### config.mk
export PLATFORM = sky130hd
export DESIGN_NAME = rgbp_panel_rx
export DESIGN_NICKNAME = d
export VERILOG_FILES = /design/src/rgbp_pkg.sv /design/src/rgbp_panel_rx.sv /design/src/rgbp_sync2.sv
export VERILOG_INCLUDE_DIRS = /design/src /design/src/src
export SDC_FILE = /design/constraint.sdc
export NUM_CORES = 1
export LEC_CHECK = 0
export BUFFER_PORTS_ARGS = -buffer_cell sky130_fd_sc_hd__buf_2
export CAP_MARGIN = 15
export CORE_MARGIN = 4
export CORE_UTILIZATION = 50
export DETAILED_ROUTE_END_ITERATION = 8
export PLACE_DENSITY = 0.72
export SYNTH_ARGS = -nofsm -noshare
export SYNTH_HDL_FRONTEND = slang
export SYNTH_SLANG_ARGS = --single-unit
export TNS_END_PERCENT = 100
### constraint.sdc
create_clock -name clock_i -period 5.8 [get_ports clock_i]
set_clock_uncertainty 0.05 [all_clocks]
set_input_delay 0.29 -clock clock_i [delete_from_list [all_inputs] [get_ports clock_i]]
set_output_delay 0.29 -clock clock_i [all_outputs]
set_load 0.01 [all_outputs]
### src/rgbp_params.svh
// timing and geometry constants of the parallel rgb panel receiver
// Behaviour
// - capture colour, syncs, valid on pixel_clock rise
// - display_on low is standby, high normal
// - eight bits per colour, bit 0 lsb
// - exactly 272 active lines per frame
`ifndef RGBP_PARAMS_SVH
`define RGBP_PARAMS_SVH
`define RGBP_COLOR_W 8
`define RGBP_H_ACTIVE 480
`define RGBP_V_ACTIVE 272
`define RGBP_HSYNC_MIN 2
`define RGBP_HSYNC_MAX 43
`define RGBP_HBP_MIN 3
`define RGBP_HBP_MAX 43
`define RGBP_HFP_MIN 2
`define RGBP_HFP_MAX 75
`define RGBP_HTOT_MIN 485
`define RGBP_HTOT_MAX 598
`define RGBP_VSYNC_MIN 2
`define RGBP_VSYNC_MAX 12
`define RGBP_VBP_MIN 2
`define RGBP_VBP_MAX 12
`define RGBP_VFP_MIN 2
`define RGBP_VFP_MAX 37
`define RGBP_VTOT_MIN 276
`define RGBP_VTOT_MAX 321
`define RGBP_CNT_W 10
`endif

### src/rgbp_pkg.sv
// types shared by the panel receiver
package rgbp_pkg;
  typedef enum logic [1:0] {
    RGBP_V_SYNC,
    RGBP_V_BACK,
    RGBP_V_ACTIVE,
    RGBP_V_FRONT
  } rgbp_vstate_t;
endpackage

### src/rgbp_panel_rx.sv
// receiving side of a 480x272 24-bit parallel rgb panel interface
`include "rgbp_params.svh"
module rgbp_panel_rx (
  // clock and reset
  input wire logic clock_i,
  input wire logic rst_i,
  // panel pins
  input wire logic pixel_clock_i,
  input wire logic display_on_i,
  input wire logic hsync_n_i,
  input wire logic vsync_n_i,
  input wire logic pixel_valid_i,
  input wire logic [`RGBP_COLOR_W-1:0] red_bits_i,
  input wire logic [`RGBP_COLOR_W-1:0] green_bits_i,
  input wire logic [`RGBP_COLOR_W-1:0] blue_bits_i,
  // captured pixel stream
  output logic pix_stb_o,
  output logic [`RGBP_COLOR_W-1:0] pix_red_o,
  output logic [`RGBP_COLOR_W-1:0] pix_green_o,
  output logic [`RGBP_COLOR_W-1:0] pix_blue_o,
  output logic [`RGBP_CNT_W-1:0] pix_x_o,
  output logic [`RGBP_CNT_W-1:0] pix_y_o,
  output logic frame_start_o,
  // status
  output logic standby_o,
  output logic htiming_err_o,
  output logic vtiming_err_o
);
  localparam int CW = `RGBP_COLOR_W;
  localparam int NW = 3 * CW + 5;
  localparam logic [9:0] HA = 10'(`RGBP_H_ACTIVE);
  localparam logic [9:0] VA = 10'(`RGBP_V_ACTIVE);

  logic [NW-1:0] s_bus;
  logic s_clk, s_display_on, s_hs_n, s_vs_n, s_de;
  logic [CW-1:0] s_r, s_g, s_b;
  logic clk_d_ff;
  logic rise;
  logic hs_d_ff, vs_d_ff, de_d_ff;
  logic hs_fall, hs_rise, vs_fall, vs_rise;
  logic [9:0] hsync_ff, hbp_ff, hfp_ff, hact_ff;
  logic [9:0] vact_ff, vsync_ff, vbp_ff, vfp_ff;
  logic [9:0] vact_end, vfp_end;
  logic in_hbp_ff, in_hfp_ff, seen_de_ff, vframe_ff;
  rgbp_pkg::rgbp_vstate_t vst_ff;

  // every pin, pixel clock included, crosses into clock_i here
  rgbp_sync2 #(.W(NW)) u_sync (
    .clock_i(clock_i),
    .rst_i(rst_i),
    .d_i({pixel_clock_i, display_on_i, hsync_n_i, vsync_n_i,
          pixel_valid_i, red_bits_i, green_bits_i, blue_bits_i}),
    .q_o(s_bus)
  );
  // data and clock pass the same two flops, so skew is kept
  assign {s_clk, s_display_on, s_hs_n, s_vs_n, s_de, s_r, s_g, s_b} = s_bus;

  // pixel clock rising edge detect on synced copy
  always_ff @(posedge clock_i) begin
    if (rst_i) begin
      clk_d_ff <= 1'b0;
    end else begin
      clk_d_ff <= s_clk;
    end
  end
  assign rise = s_clk & ~clk_d_ff;

  // previous sampled control levels, updated only at pixel edges
  always_ff @(posedge clock_i) begin
    if (rst_i) begin
      hs_d_ff <= 1'b1;
      vs_d_ff <= 1'b1;
      de_d_ff <= 1'b0;
    end else if (rise) begin
      hs_d_ff <= s_hs_n;
      vs_d_ff <= s_vs_n;
      de_d_ff <= s_de;
    end
  end
  // syncs are active low
  assign hs_fall = rise & hs_d_ff & ~s_hs_n;
  assign hs_rise = rise & ~hs_d_ff & s_hs_n;
  assign vs_fall = rise & vs_d_ff & ~s_vs_n;
  assign vs_rise = rise & ~vs_d_ff & s_vs_n;

  // standby mirrors display_on; capture stops in standby
  always_ff @(posedge clock_i) begin
    if (rst_i) begin
      standby_o <= 1'b1;
    end else begin
      standby_o <= ~s_display_on;
    end
  end

  // pixel capture: one pixel per pixel clock while valid, for the first HA pixels of a line only
  always_ff @(posedge clock_i) begin
    if (rst_i) begin
      pix_stb_o <= 1'b0;
      pix_red_o <= '0;
      pix_green_o <= '0;
      pix_blue_o <= '0;
      pix_x_o <= '0;
      pix_y_o <= '0;
    end else begin
      pix_stb_o <= 1'b0;
      if (rise && s_de && s_display_on && hact_ff < HA) begin
        pix_stb_o <= 1'b1;
        pix_red_o <= s_r; // bit 0 is lsb
        pix_green_o <= s_g;
        pix_blue_o <= s_b;
        pix_x_o <= hact_ff;
        pix_y_o <= vact_ff;
      end
    end
  end

  // horizontal phase counters, measured in pixel clocks
  always_ff @(posedge clock_i) begin
    if (rst_i) begin
      hsync_ff <= '0;
      hbp_ff <= '0;
      hfp_ff <= '0;
      hact_ff <= '0;
      in_hbp_ff <= 1'b0;
      in_hfp_ff <= 1'b0;
    end else if (rise) begin
      if (hs_fall) begin
        hsync_ff <= 10'h001;
        hact_ff <= '0;
        in_hfp_ff <= 1'b0;
      end else begin
        if (!s_hs_n && hsync_ff != 10'h3ff) hsync_ff <= hsync_ff + 10'h001;
      end
      // back porch runs from sync end to first valid
      if (hs_rise) begin
        in_hbp_ff <= 1'b1;
        hbp_ff <= 10'h001;
      end else if (in_hbp_ff && !s_de && hbp_ff != 10'h3ff) begin
        hbp_ff <= hbp_ff + 10'h001;
      end
      if (s_de) begin
        in_hbp_ff <= 1'b0;
        hact_ff <= hact_ff + 10'h001;
      end
      if (de_d_ff && !s_de) begin
        in_hfp_ff <= 1'b1;
        hfp_ff <= 10'h001;
      end else if (in_hfp_ff && s_hs_n && hfp_ff != 10'h3ff) begin
        hfp_ff <= hfp_ff + 10'h001;
      end
    end
  end

  // line check at each hsync start that ends a line with valid pixels, outside standby; flag is sticky until reset
  always_ff @(posedge clock_i) begin
    if (rst_i) begin
      htiming_err_o <= 1'b0;
    end else if (hs_fall && s_display_on && hact_ff != 10'h000) begin
      if (hact_ff != HA) htiming_err_o <= 1'b1;
      if (hsync_ff < 10'(`RGBP_HSYNC_MIN) ||
          hsync_ff > 10'(`RGBP_HSYNC_MAX)) htiming_err_o <= 1'b1;
      if (hbp_ff < 10'(`RGBP_HBP_MIN) ||
          hbp_ff > 10'(`RGBP_HBP_MAX)) htiming_err_o <= 1'b1;
      if (hfp_ff < 10'(`RGBP_HFP_MIN) ||
          hfp_ff > 10'(`RGBP_HFP_MAX)) htiming_err_o <= 1'b1;
      if (hbp_ff + hact_ff + hfp_ff < 10'(`RGBP_HTOT_MIN) ||
          hbp_ff + hact_ff + hfp_ff > 10'(`RGBP_HTOT_MAX))
        htiming_err_o <= 1'b1;
    end
  end

  // vertical tracking in lines; a line ends at hsync start
  always_ff @(posedge clock_i) begin
    if (rst_i) begin
      vst_ff <= rgbp_pkg::RGBP_V_FRONT;
      vact_ff <= '0;
      vsync_ff <= '0;
      vbp_ff <= '0;
      vfp_ff <= '0;
      seen_de_ff <= 1'b0;
      vframe_ff <= 1'b0;
    end else if (rise) begin
      if (s_de) seen_de_ff <= 1'b1;
      // the line that ends on this edge is added in vact_end / vfp_end
      if (vs_fall) begin
        vst_ff <= rgbp_pkg::RGBP_V_SYNC;
        vsync_ff <= '0;
        vbp_ff <= '0;
        vact_ff <= '0;
        vfp_ff <= '0;
        seen_de_ff <= 1'b0;
        vframe_ff <= 1'b1; // next frame starts at an observed sync
      end else if (hs_fall) begin
        seen_de_ff <= 1'b0;
        case (vst_ff)
          rgbp_pkg::RGBP_V_SYNC: begin
            vsync_ff <= vsync_ff + 10'h001;
            if (vs_rise || s_vs_n) begin
              vst_ff <= rgbp_pkg::RGBP_V_BACK;
              vbp_ff <= '0;
            end
          end
          rgbp_pkg::RGBP_V_BACK: begin
            vbp_ff <= vbp_ff + 10'h001;
          end
          rgbp_pkg::RGBP_V_ACTIVE: begin
            if (seen_de_ff) begin
              vact_ff <= vact_ff + 10'h001;
            end else begin
              vst_ff <= rgbp_pkg::RGBP_V_FRONT;
              vfp_ff <= 10'h001;
            end
          end
          rgbp_pkg::RGBP_V_FRONT: begin
            if (vfp_ff != 10'h3ff) vfp_ff <= vfp_ff + 10'h001;
          end
          default: vst_ff <= rgbp_pkg::RGBP_V_FRONT;
        endcase
      end else if (s_de && vst_ff == rgbp_pkg::RGBP_V_BACK) begin
        vst_ff <= rgbp_pkg::RGBP_V_ACTIVE; // first valid opens active
      end
    end
  end

  // frame start pulse on first valid pixel of a frame
  assign frame_start_o = pix_stb_o && pix_x_o == 10'h000 &&
                         pix_y_o == 10'h000;

  // totals with the line closed by this edge, which vsync start would
  // otherwise swallow when both syncs fall on one pixel clock
  always_comb begin
    vact_end = vact_ff;
    vfp_end = vfp_ff;
    if (hs_fall && vst_ff == rgbp_pkg::RGBP_V_ACTIVE) begin
      if (seen_de_ff) vact_end = vact_ff + 10'h001;
      else vfp_end = 10'h001;
    end else if (hs_fall && vst_ff == rgbp_pkg::RGBP_V_FRONT &&
                 vfp_ff != 10'h3ff) begin
      vfp_end = vfp_ff + 10'h001;
    end
  end

  // frame check at vsync start; counts include both porches
  always_ff @(posedge clock_i) begin
    if (rst_i) begin
      vtiming_err_o <= 1'b0;
    end else if (vs_fall && s_display_on && vframe_ff) begin
      if (vact_end != VA) vtiming_err_o <= 1'b1;
      if (vsync_ff < 10'(`RGBP_VSYNC_MIN) ||
          vsync_ff > 10'(`RGBP_VSYNC_MAX)) vtiming_err_o <= 1'b1;
      if (vbp_ff < 10'(`RGBP_VBP_MIN) ||
          vbp_ff > 10'(`RGBP_VBP_MAX)) vtiming_err_o <= 1'b1;
      if (vfp_end < 10'(`RGBP_VFP_MIN) ||
          vfp_end > 10'(`RGBP_VFP_MAX)) vtiming_err_o <= 1'b1;
      if (vbp_ff + vact_end + vfp_end < 10'(`RGBP_VTOT_MIN) ||
          vbp_ff + vact_end + vfp_end > 10'(`RGBP_VTOT_MAX))
        vtiming_err_o <= 1'b1;
    end
  end
endmodule

### src/rgbp_sync2.sv
// two-flop synchroniser for a bus of pin inputs
module rgbp_sync2 #(
  parameter int W = 1
) (
  // clock and reset
  input wire logic clock_i,
  input wire logic rst_i,
  // pins and synced copy
  input wire logic [W-1:0] d_i,
  output logic [W-1:0] q_o
);
  logic [W-1:0] meta_ff;
  logic [W-1:0] q_ff;

  // first stage feeds only the second stage
  always_ff @(posedge clock_i) begin
    if (rst_i) begin
      meta_ff <= '0;
      q_ff <= '0;
    end else begin
      meta_ff <= d_i;
      q_ff <= meta_ff;
    end
  end

  assign q_o = q_ff;
endmodule

; ---- After elaboration in Yosys (flattened, before gate mapping)
; Index checks and enable logic that the tools add are counted.
[totals]
output_inout_bits = 49
wordCells = 201
in_bits = 31
regBits = 196
[op_classes]
n_reduce_logical = 64
order_cmp = 17
bitwise = 15
eq_ne = 14
muxes = 51
n_addsub = 12
[ops]
columns = operator, count
row1 = $mux W10, 25
row2 = $add A10 B1 Y10 const B, 8
row3 = $lt A10 B2 Y1 const B, 6
row4 = $add A10 B10 Y10, 4
row5 = $ne A10 B10 Y1 const B, 4
row6 = $pmux W10 S2, 2
row7 = $gt A10 B6 Y1 const B, 3
row8 = $lt A10 B9 Y1 const B, 3
row9 = $gt A10 B4 Y1 const B, 2
row10 = $logic_not A10 Y1, 2
row11 = $ne A10 B9 Y1 const B, 2
row12 = $reduce_and A2 Y1, 10
row13 = $logic_and A1 B1 Y1, 19
row14 = $mux W1, 18
row15 = $reduce_bool A2 Y1, 9
row16 = $reduce_bool A3 Y1, 4
row17 = $gt A10 B10 Y1 const B, 1
row18 = $gt A10 B7 Y1 const B, 1
row19 = $gt A10 B9 Y1 const B, 1
row20 = $mux W2, 5
row21 = $reduce_bool A10 Y1, 1
row22 = $reduce_bool A5 Y1, 2
row23 = $and A1 B1 Y1, 9
row24 = $logic_or A1 B1 Y1, 9
row25 = 12 further kinds, 23

; ---- Depth between registers and ports, before layout
; Gate-level depths: netlist of the first run.
[logic_depth]
word_depth = 13
mapped_depth = 18
mapped_depth_nobuf = 18

; ---- Modules after synthesis
; Synthesis of the first run repeated with hierarchy kept, for this count alone.
[hier_totals]
hier_cells = 1078
hier_area_um2 = 9451.6
[modules_own_cells]
columns = module, n_inst, cells_per_inst, area_each_um2, seq_area_each_um2
row1 = rgbp_panel_rx, 1, 956, 7882.6, 2762.6
row2 = rgbp_sync2, 1, 122, 1569.0, 1161.1

; ---- Least setup slack after synthesis of the first run
; No wires, ideal clock.
[synth_timing]
kind = register to register
startpoint = register vfp_ff[0]
endpoint = register vtiming_err_o
setup_time_ps = 120
t_arrival_ps = 4024
setup_slack_ps = 1606
t_required_ps = 5630
stages_incl_launch_ff = 18
path_buffers = 0
cell_sequence = dfxtp_1 > ha_1 > nand2_1 > nor3_1 > o211ai_1 > and2_1 > fa_1 > inv_1 > ha_1 > inv_1 > fa_1 > nor2b_1 > o21ai_0 > xnor2_1 > or4_1 > mux2i_1 > nand4_1 > o31a_1
[synth_via]
elab_chain_cells = 9
[synth_lines]
columns = element, line
row1 = "start, declared", rgbp_panel_rx.sv:42  ; logic [9:0] vact_ff, vsync_ff, vbp_ff, vfp_ff;
row2 = "start signal, assigned", rgbp_panel_rx.sv:215  ; if (vfp_ff != 10'h3ff) vfp_ff <= vfp_ff + 10'h001;
row3 = "parallel branches: the longest is 3 deep, another holds $add A10 B1 Y10", n/a
row4 = $mux W10 (*), rgbp_panel_rx.sv:234  ; if (hs_fall && vst_ff == rgbp_pkg::RGBP_V_ACTIVE) begin
row5 = $add A10 B10 Y10, "rgbp_panel_rx.sv:255, rgbp_panel_rx.sv:256"
row6 = $lt A10 B9 Y1 / $gt A10 B9 Y1 (equally long branches), "rgbp_panel_rx.sv:255, rgbp_panel_rx.sv:256"
row7 = $logic_or A1 B1 Y1, rgbp_panel_rx.sv:255  ; if (vbp_ff + vact_end + vfp_end < 10'(`RGBP_VTOT_MIN) ||
row8 = $reduce_bool A5 Y1 (no line), n/a
row9 = $reduce_and A2 Y1 (no line), n/a
row10 = "end signal, assigned", rgbp_panel_rx.sv:246  ; vtiming_err_o <= 1'b0;
row11 = "end signal, assigned", rgbp_panel_rx.sv:248  ; if (vact_end != VA) vtiming_err_o <= 1'b1;
row12 = "end signal, assigned", rgbp_panel_rx.sv:257  ; vtiming_err_o <= 1'b1;
row13 = "end, declared", rgbp_panel_rx.sv:27  ; output logic vtiming_err_o
; Mark *: on every way between the ends.
; A chain may end at the register's enable or synchronous reset.

; ---- Worst setup path in the final report of the first run
; Same ends and word-level chain as after synthesis.

==> results_dict.tcl, run 1 <==
set metrics [dict create \
    grt.overflow.total 0 \
    fin_nets 1283 \
    setup-violations-final 0 \
    p_leak_uw 0.00428 \
    num_vias 8110 \
    drt_wl_total_um 21800 \
    wl_met2_um 10600 \
    grt_pass1_wl_um 36900 \
    fillers 1704 \
    rsz0062_at_grt "false" \
    num_antenna_cells 0 \
    clock_path_buffers 2 \
    required_ns 6.08 \
    wl_met3_um 1050 \
    dp.cells 1419 \
    yosys_warnings 0 \
    num_io_pins 80 \
    path_max_fanout 8 \
    wl_per_cell_um 15.0 \
    ant_nets 0 \
    cts_root_buf "clkbuf_16" \
    worstSetupEndpointType "register" \
    hold_buffers 3 \
    crit_buf_inv 2 \
    hpwl_um 15800 \
    num_rows 50 \
    top_layer "met4" \
    yosysUniqueCellTypes 70 \
    synth_nets 1227 \
    cp-start-kind "register" \
    grt_pass1_vias 7624 \
    power_frac_comb_pct 3.2 \
    cts_resized 0 \
    cts-buffers-inserted 17 \
    drt-vias-per-instance 5.58 \
    finalCritPeriodShare_pct 83.3 \
    clk_pin_slew_worst_paths_ns 0.08 \
    swShare_pct 24.7 \
    gp_congestion 0.904 \
    m1WireLength_um 9900 \
    grt_max_degree 82 \
    crit_chain "ha_1 > nand2_1 > nor3_1 > o211ai_1 > and2_1 > fa_1 > inv_1 > ha_1 > inv_1 > fa_1 > nor2b_1 > o21ai_0 > xnor2_1 > or4_1 > mux2i_1 > nand4_1 > o31a_1" \
    die_y_um 147 \
    worst_slew_pin_slew_ns 0.929 \
    synth_area_um2 9600 \
    critical_path_class "reg -> reg" \
    pre_cts_ws_ns 1.04 \
    critPathMaxStageDelay_ns 0.69 \
    syn_to_final_growth_pct 12.3 \
    finalHoldViolCount 0 \
    max_cap_violations 0 \
    slowest_stage "nor3_1" \
    intPower_uw 2000 \
    slew-limit-headroom_pct 36.5 \
    setup-tns-final_ns 0 \
    syn_area_per_cell_um2 8.34 \
    drt_iter0_drc 556 \
    grt_usage_pct 20.5 \
    final_core_util_pct 57.4 \
    drc 0 \
    hold_ws_ns 0.00888 \
    dieArea_um2 21500 \
    setup_ws_ns 0.969 \
    synth_cells 1151 \
    max_freq_mhz 207 \
    layout_common_cells "196 x dfxtp_1, 163 x nand2_1, 129 x nor2_1" \
    ys_seq_area_share_pct 40.9 \
    numPortBuffers 79 \
    dr.pass1.iters 5 \
    finalCriticalPeriod_ns 4.83 \
    fin_cells 1454 \
    cpLargestDelayFamily "simple AND/OR/NAND/NOR gates" \
    ys.flop_type "dfxtp_1" \
    synth-edff-count 0 \
    worstPathArrival_ns 5.12 \
    initial_core_util_pct 51.1 \
    cts_sinks 196 \
    drive_gt1_share_pct 10.6 \
    antenna_found_initial 0 \
    die_w_um 147 \
    seqPwrFrac_pct 51.9 \
    drv_slew 0 \
    status "finished clean" \
    h-tree-depth 4 \
    clk-insertion-delay-late_ns 0.43 \
    hold_path.class "in -> reg" \
    p_clk_share_pct 44.9 \
    core-area_um2 18800 \
    layout_commonest_cell "dfxtp_1" \
    async_reset_ff_share_pct 0 \
    postCtsSetupRepairBufs 0 \
    p_per_area_nw_per_um2 246 \
    vdd_drop_max_mv 0.210 \
    p_sw_uw 656 \
    synth-seq-cells 196 \
    cts_tree "yes" \
]
[per-stage QoR]
step	power [uW]	area, um2
global placement	1490	10100
global route	2750	10800
finish	2650	10800
floorplan	1460	9600
CTS	2670	10800
detailed placement	1490	10100
[kinds of logic after synthesis]
family,Yosys count,share of synthesized area (%)
fa+ha+maj,45,7.43
buf+inv,92,3.70
xor+xnor,66,6.31
simple gates,533,27.4
compound gates,211,13.4
flops,196,40.9
mux,8,0.835
[cell type report]
class / count / area, um2 / area share, %
sequential: 196 / 3920 / 36.4
timing repair buffer: 88 / 473 / 4.39
tap: 234 / 293 / 2.72
clock buffer: 18 / 439 / 4.07
multi-input combinational: 863 / 5320 / 49.3
inverter: 41 / 154 / 1.43
clock inverter: 14 / 180 / 1.67
[layer usage]
metal  vias to the layer above  track usage, %
met5                         -               0
met2                       180            34.3
li1                       4092               -
met1                      3814            27.2
met3                        24            4.19
met4                         0            5.08
[synthesized netlist by cell type, types with 26 or more instances]
master | instances | area (um2)
dfxtp_1 | 196 | 3920
nor2b_1 | 69 | 432
inv_1 | 41 | 154
nand3_1 | 26 | 130
a21oi_1 | 93 | 465
clkbuf_1 | 45 | 169
o21ai_0 | 41 | 205
xnor2_1 | 35 | 307
nor3_1 | 30 | 150
nor2_1 | 129 | 484
nand2_1 | 163 | 612
xor2_1 | 29 | 254
[power by group through the flow]
stage / sequential, uW / clock, uW / combinational (uW)
global placement: 1410 / 0 / 83.2
CTS: 1380 / 1210 / 84.9
detailed placement: 1410 / 0 / 83.2
global route: 1380 / 1270 / 95.4
floorplan: 1400 / 0 / 58.7
finish: 1380 / 1190 / 84.3
[final timing paths]
check	startpoint	endpoint	slack [ns]	cells past startpoint
min	blue_bits_i[3]	u_sync.meta_ff[3]$_SDFF_PP0_	0.009	2
min reg2reg	u_sync.q_o[13]$_SDFF_PP0_	pix_green_o[5]$_SDFFE_PP0P_	0.38	2
max	vfp_ff[0]$_SDFFE_PP0P_	vtiming_err_o$_SDFFE_PP0P_	0.97	17
max reg2reg	vfp_ff[0]$_SDFFE_PP0P_	vtiming_err_o$_SDFFE_PP0P_	0.97	17
Power figures use the tool's default switching activity.
==> run 2: changes to the inputs <==
--- a/config.mk
+++ b/config.mk
@@ -6,12 +6,13 @@
 export SDC_FILE = /design/constraint.sdc
 export NUM_CORES = 1
 export LEC_CHECK = 0
+export ABC_AREA = 1
 export BUFFER_PORTS_ARGS = -buffer_cell sky130_fd_sc_hd__buf_2
 export CAP_MARGIN = 15
 export CORE_MARGIN = 4
 export CORE_UTILIZATION = 50
 export DETAILED_ROUTE_END_ITERATION = 8
-export PLACE_DENSITY = 0.72
+export PLACE_DENSITY = 0.74
 export SYNTH_ARGS = -nofsm -noshare
 export SYNTH_HDL_FRONTEND = slang
 export SYNTH_SLANG_ARGS = --single-unit
==> constraint.sdc (replaced) <==
create_clock -name clock_i -period 3.91 [get_ports clock_i]
set_clock_uncertainty 0.05 [all_clocks]
set_input_delay 0.1955 -clock clock_i [delete_from_list [all_inputs] [get_ports clock_i]]
set_output_delay 0.1955 -clock clock_i [all_outputs]
set_load 0.01 [all_outputs]
==> run 2 against run 1 <==
Global-route usage up 2.1 points. Flip-flop and latch count did not move. Sequential power up 49%. Sequential share of layout area decreased by 3.2 points. Die area grew 3.8%. Combinational power grew to 3.2 times the previous value. Power grew 61%. Worst setup slack got worse by 0.72 ns. Hold slack improved by 0.042 ns. Count of clock-buffer cells in the layout down 1. Maximum frequency up 32%.
==> results_dict.tcl, run 2 <==
set metrics [dict create \
    cp-start-kind "register" \
    ys.flop_type "dfxtp_1" \
    core-area_um2 19500 \
    worstSetupEndpointType "register" \
    r2r_end "vtiming_err_o$_SDFFE_PP0P_" \
    drc 0 \
    reg2reg_depth 26 \
    r2r_start "vfp_ff[1]$_SDFFE_PP0P_" \
    slew-limit-headroom_pct 39.9 \
    finalHoldViolCount 0 \
    fin_nets 1587 \
    p_sw_uw 1200 \
    worstPathArrival_ns 3.94 \
    hold_ws_ns 0.0509 \
    h-tree-depth 4 \
    synth-seq-cells 196 \
    seqPwrFrac_pct 47.9 \
    setup-tns-final_ns 0 \
    cts_sinks 196 \
    worst_slew_pin_slew_ns 0.902 \
    setup-violations-final 0 \
    layout_commonest_cell "nand2_1" \
    clock_path_buffers 2 \
    synth_area_um2 9980 \
    critical_path_class "reg -> reg" \
    p_clk_share_pct 45.8 \
    dr.pass1.iters 6 \
    wl_per_cell_um 14.0 \
    max_freq_mhz 273 \
    seqCellArea_um2 3930 \
    reg2reg_setup_slack_ns 0.25 \
    min_to "vtiming_err_o$_SDFFE_PP0P_" \
    drive_gt1_share_pct 14.0 \
    intPower_uw 3080 \
    clk-insertion-delay-late_ns 0.45 \
    ant_nets 0 \
    synth-edff-count 0 \
    synth_most_common_cell "nand2_1" \
    num_io_pins 80 \
    synth_common_cells "250 x nand2_1, 227 x inv_1, 224 x nor2_1" \
    hold_path.class "in -> reg" \
    drt-vias-per-instance 5.09 \
    synth_nets 1465 \
    finalCriticalPeriod_ns 3.66 \
    max_cap_violations 0 \
    drt_iter0_drc 665 \
    async_reset_ff_share_pct 0 \
    num_antenna_cells 0 \
    clk_pin_slew_worst_paths_ns 0.08 \
    synth_cells 1389 \
    power_frac_comb_pct 6.3 \
    p_leak_uw 0.00524 \
    drv_slew 0 \
    numPortBuffers 79 \
    layout_common_cells "244 x nand2_1, 226 x inv_1, 222 x nor2_1" \
    p_per_area_nw_per_um2 361 \
    grt_pass1_wl_um 40700 \
    holdPathStages 2 \
    die_y_um 149 \
    crit_start "vfp_ff[1]$_SDFFE_PP0P_" \
    fillers 1796 \
    yosys.area.top_type_share_pct 39.3 \
    grt_pass1_vias 8279 \
    vdd_drop_max_mv 0.262 \
    finalPower_uw 4280 \
    path_max_fanout 4 \
    dieArea_um2 22300 \
    swShare_pct 28.0 \
    num_vias 9108 \
    grt.overflow.total 0 \
    drt_wl_total_um 25100 \
    cts_tree "yes" \
    finalCritPeriodShare_pct 93.7 \
    initial_core_util_pct 51.1 \
    hpwl_um 17700 \
    yosys_warnings 0 \
    ys_seq_area_share_pct 39.3 \
    status "finished clean" \
    gp_congestion 0.892 \
    syn_to_final_growth_pct 18.7 \
    antenna_found_initial 0 \
    cts-buffers-inserted 17 \
    yosysUniqueCellTypes 53 \
    synthTopCellsByArea "dfxtp_1 39%, nand2_1 9.4%, inv_1 8.5%, nor2_1 8.4%, fa_1 4.0%" \
    min_from "rst_i" \
    yosysTopAreaCell "dfxtp_1" \
    syn_area_per_cell_um2 7.18 \
    cts_root_buf "clkbuf_16" \
    die_w_um 149 \
    grt_usage_pct 22.6 \
    grt_max_degree 86 \
    num_rows 51 \
    multi_input_area_um2 5120 \
    required_ns 4.19 \
]
-- run 2: through the flow --
stage          instance area, um2  cells  util, %  worst slack [ns]
2_1_floorplan                9980   1389        -             0.365
3_3_place_gp                10700   1716     54.5             0.228
3_5_place_dp                10700   1716     54.5             0.135
4_1_cts                     11600   1777     59.5            0.0885
5_1_grt                     11800   1789     60.6           -0.0426
6_report                    11800   1789     60.6             0.245
-- run 2: area by class of cell --
class	count	share of cell area (%)
inverter	237	7.63
clock inverter	15	2.09
sequential	196	33.2
multi-input combinational	927	43.3
timing repair buffer	132	7.44
tap	265	2.80
clock buffer	17	3.59
-- run 2: logic make-up after synthesis --
kind of cell | Yosys count | share of synthesized area [%]
buffers and inverters | 267 | 10.6
AO/OA/AOI/OAI | 209 | 12.1
adder cells (fa/ha/maj) | 45 | 7.15
XOR/XNOR | 23 | 2.02
flip-flops | 196 | 39.3
AND/OR/NAND/NOR | 649 | 28.9
-- run 2: critical path, cell delays in order (launching register included) --
cell	delay (ns)
dfxtp_2	0.36
ha_4	0.14
nand2_2	0.08
nor2_4	0.18
nand2_2	0.10
nor2_4	0.21
nor2_4	0.07
nand2_2	0.07
o21ai_2	0.06
fa_2	0.32
inv_1	0.06
ha_2	0.17
inv_1	0.06
fa_2	0.57
nand3_2	0.09
nor2_2	0.12
nand3_1	0.08
nor2_1	0.10
nor2_1	0.04
nor2_1	0.08
nand3_1	0.08
nor2_1	0.12
nand2_1	0.05
nor2_1	0.08
nand3_1	0.08
nand2_1	0.07
a21oi_2	0.05
-- run 2: routing by layer --
metal	wire length, um	track usage [%]	vias up	share of wire, %
met5	0	0	-	0
met4	404	6.54	0	1.6
met3	1230	3.65	35	4.9
met2	11900	37.5	241	47
met1	11600	30.6	4161	46
li1	-	-	4671	-
-- run 2: repair_timing --
| action | CTS | global route |
|---|---|---|
| endpoints found under the setup margin | 0 | 1 |
| hold buffers | 29 | 0 |
| resized for setup | 0 | 34 |
| buffers inserted | 0 | 11 |
| hold endpoints to repair | 29 | 0 |
-- run 2: worst max path at each step --
stage / to / slack [ns] / depth (start not counted)
4_1_cts: vtiming_err_o$_SDFFE_PP0P_ / 0.09 / 28
3_5_place_dp: vtiming_err_o$_SDFFE_PP0P_ / 0.13 / 28
5_1_grt: vtiming_err_o$_SDFFE_PP0P_ / -0.04 / 26
6_report: vtiming_err_o$_SDFFE_PP0P_ / 0.25 / 26
2_1_floorplan: vtiming_err_o$_SDFFE_PP0P_ / 0.36 / 28
3_3_place_gp: vtiming_err_o$_SDFFE_PP0P_ / 0.23 / 28
-- run 2: power groups by stage --
| stage | registers (uW) | logic (uW) | clock network (uW) |
|---|---|---|---|
| after CTS | 2050 | 247 | 1990 |
| final | 2050 | 269 | 1960 |
| after floorplan | 2100 | 150 | 0 |
| after global placement | 2090 | 221 | 0 |
| after detailed placement | 2090 | 223 | 0 |
| after global routing | 2050 | 299 | 2070 |
==> run 3: changes to the inputs <==
--- a/config.mk
+++ b/config.mk
@@ -15,5 +15,6 @@
 export PLACE_DENSITY = 0.74
 export SYNTH_ARGS = -nofsm -noshare
 export SYNTH_HDL_FRONTEND = slang
+export SYNTH_HIERARCHICAL = 1
 export SYNTH_SLANG_ARGS = --single-unit
 export TNS_END_PERCENT = 100
==> constraint.sdc (replaced) <==
create_clock -name clock_i -period 3.91 [get_ports clock_i]
set_clock_uncertainty 0.05 [all_clocks]
set_input_delay 0.1955 -clock clock_i [delete_from_list [all_inputs] [get_ports clock_i]]
set_output_delay 0.1955 -clock clock_i [all_outputs]
set_load 0.005 [all_outputs]
==> run 3 against run 2 <==
Core utilization shrank 1.2 points. Clock power is 6% lower. Routed wire length decreased by 4.2%. Cell count shrank 2.1%. Die area shrank 1.4%. Sequential share of layout area grew 0.90 points. Worst setup slack worse by 0.013 ns. Global-route usage down 0.75 points. Area after synthesis decreased by 1.5%. Count of clock-buffer cells in the layout grew 3. Register-to-register slack is essentially flat.
==> results_dict.tcl, run 3 <==
set metrics [dict create \
    numPortBuffers 79 \
    critPathMaxStageDelay_ns 0.43 \
    grt_pass1_wl_um 40000 \
    pre_cts_ws_ns 0.127 \
    fin_nets 1549 \
    core-area_um2 19400 \
    fin_cells 1751 \
    synthTopCellsByArea "dfxtp_1 40%, nand2_1 8.4%, nor2_1 8.4%, inv_1 8.1%, a21oi_1 4.6%" \
    grt_usage_pct 21.8 \
    synth_area_um2 9830 \
    drt_iter0_drc 660 \
    dr.pass1.iters 5 \
    worstPathArrival_ns 3.93 \
    cp-start-kind "register" \
    clk_pin_slew_worst_paths_ns 0.08 \
    die_y_um 148 \
    drv_slew 0 \
    finalHoldViolCount 0 \
    antenna_found_initial 0 \
    initial_core_util_pct 50.7 \
    seqCellArea_um2 3930 \
    num_vias 9031 \
    setup-tns-final_ns 0 \
    slew-limit-headroom_pct 54.3 \
    worst_slew_pin_slew_ns 0.683 \
    num_io_pins 80 \
    path_max_fanout 5 \
    async_reset_ff_share_pct 0 \
    drc 0 \
    clock_path_buffers 2 \
    critical_path_class "reg -> reg" \
    finalCritPeriodShare_pct 94.1 \
    yosysUniqueCellTypes 54 \
    dp.cells 1688 \
    worstSetupEndpointType "register" \
    cpLargestDelayFamily "simple AND/OR/NAND/NOR gates" \
    yosysTopAreaCell "dfxtp_1" \
    yosys.area.top_type_share_pct 39.9 \
    status "finished clean" \
    h-tree-depth 4 \
    p_per_area_nw_per_um2 370 \
    dieArea_um2 22000 \
    vdd_drop_max_mv 0.406 \
    setup-violations-final 0 \
    slowest_stage "fa_1" \
    crit_buf_inv 3 \
    setup_ws_ns 0.232 \
    num_antenna_cells 0 \
    fillers 1779 \
    clk-insertion-delay-late_ns 0.44 \
    grt.overflow.total 0 \
    synth_most_common_cell "nand2_1" \
    ys.flop_type "dfxtp_1" \
    synth_cells 1362 \
    hold_ws_ns 0.163 \
    drive_gt1_share_pct 12.2 \
    wl_per_cell_um 13.7 \
    synth-seq-cells 196 \
    finalPower_uw 4260 \
    cts_sinks 196 \
    synth_common_cells "220 x nand2_1, 219 x nor2_1, 212 x inv_1" \
    drt_wl_total_um 24000 \
    cts_root_buf "clkbuf_16" \
    cts-buffers-inserted 17 \
    ys_seq_area_share_pct 39.9 \
    finalCriticalPeriod_ns 3.68 \
    hold_path.class "in -> reg" \
    drt-vias-per-instance 5.16 \
    gp_congestion 0.955 \
    max_cap_violations 0 \
    synth_nets 1438 \
    grt_pass1_vias 8499 \
    layout_common_cells "218 x nor2_1, 218 x nand2_1, 210 x inv_1" \
    syn_area_per_cell_um2 7.22 \
    hpwl_um 17200 \
    ant_nets 0 \
    grt_max_degree 58 \
    syn_to_final_growth_pct 17.3 \
    die_w_um 148 \
    synth-edff-count 0 \
    required_ns 4.17 \
    cts_tree "yes" \
    multi_input_area_um2 4970 \
    num_rows 51 \
    max_freq_mhz 272 \
    p_leak_uw 0.00511 \
    yosys_warnings 6 \
]
-- run 3: changes by cell type in the layout (fill, tap and decap cells not counted), sizes merged, moves of 4 or more --
cell | before | now
buf | 103 | 97
a21oi | 78 | 92
inv | 248 | 230
o211ai | 12 | 7
nand3 | 72 | 68
nand2 | 265 | 223
o21ai | 77 | 81
nor3 | 38 | 42
-- run 3: repair_timing --
| action | CTS | global route |
|---|---|---|
| endpoints found under the hold margin | 29 | 0 |
| hold buffers | 29 | 0 |
| gates resized for setup | 0 | 24 |
| buffers inserted | 0 | 1 |
| endpoints found under the setup margin | 0 | 1 |
-- run 3: layout make-up --
type / instances / share of cell area, %
Tap cell: 265 / 2.88
Timing Repair Buffer: 126 / 7.14
Clock inverter: 12 / 1.40
Clock buffer: 20 / 4.05
Inverter: 224 / 7.30
Multi-Input combinational cell: 908 / 43.1
Sequential cell: 196 / 34.1
-- run 3: path summary, 6_finish.rpt --
check | from | endpoint | slack, ns | cells past startpoint
worst min-delay path | rst_i | u_sync/q_o[27]$_SDFF_PP0_ | 0.16 | 2
worst max-delay path | vfp_ff[0]$_SDFFE_PP0P_ | vtiming_err_o$_SDFFE_PP0P_ | 0.23 | 25
worst max register to register | vfp_ff[0]$_SDFFE_PP0P_ | vtiming_err_o$_SDFFE_PP0P_ | 0.23 | 25
worst min register to register | u_sync/meta_ff[14]$_SDFF_PP0_ | u_sync/q_o[14]$_SDFF_PP0_ | 0.35 | 2
-- run 3: logic make-up after synthesis --
logic type               Yosys count  share of synthesized area, %
AND/OR/NAND/NOR                  605                          26.7
buffers and inverters            259                          10.3
flip-flops                       196                          39.9
AO/OA/AOI/OAI                    235                          13.9
XOR/XNOR                          22                          1.96
adder cells (fa/ha/maj)           45                          7.26
-- run 3: stage by stage --
stage / utilization [%] / cell area, um2
after floorplan: - / 9830
after global placement: 54.2 / 10500
after detailed placement: 54.2 / 10500
after CTS: 59.0 / 11400
after global routing: 59.4 / 11500
final: 59.4 / 11500
-- run 3: where the power goes --
part | internal [uW] | switching [uW] | leakage, uW
sequential | 2040 | 25.4 | 0.00159
clock | 1020 | 825 | 0.000307
combinational | 132 | 217 | 0.00321
-- run 3: per-layer routing --
layer  vias up  wire length [um]  track usage (%)
met5         -                 0                0
met4         0               347             6.37
met3        33              1350             3.93
met2       262             11100             35.4
met1      4118             11300             30.1
li1       4618                 -                -
-- run 3: worst reg2reg max path: cells and delay by family, from the launching register on --
kind / cells / cell delay (ns)
AND/OR/NAND/NOR: 16 / 1.55
adder cells (fa/ha/maj): 4 / 1.20
flip-flops: 1 / 0.34
buffers and inverters: 3 / 0.23
AO/OA/AOI/OAI: 2 / 0.19
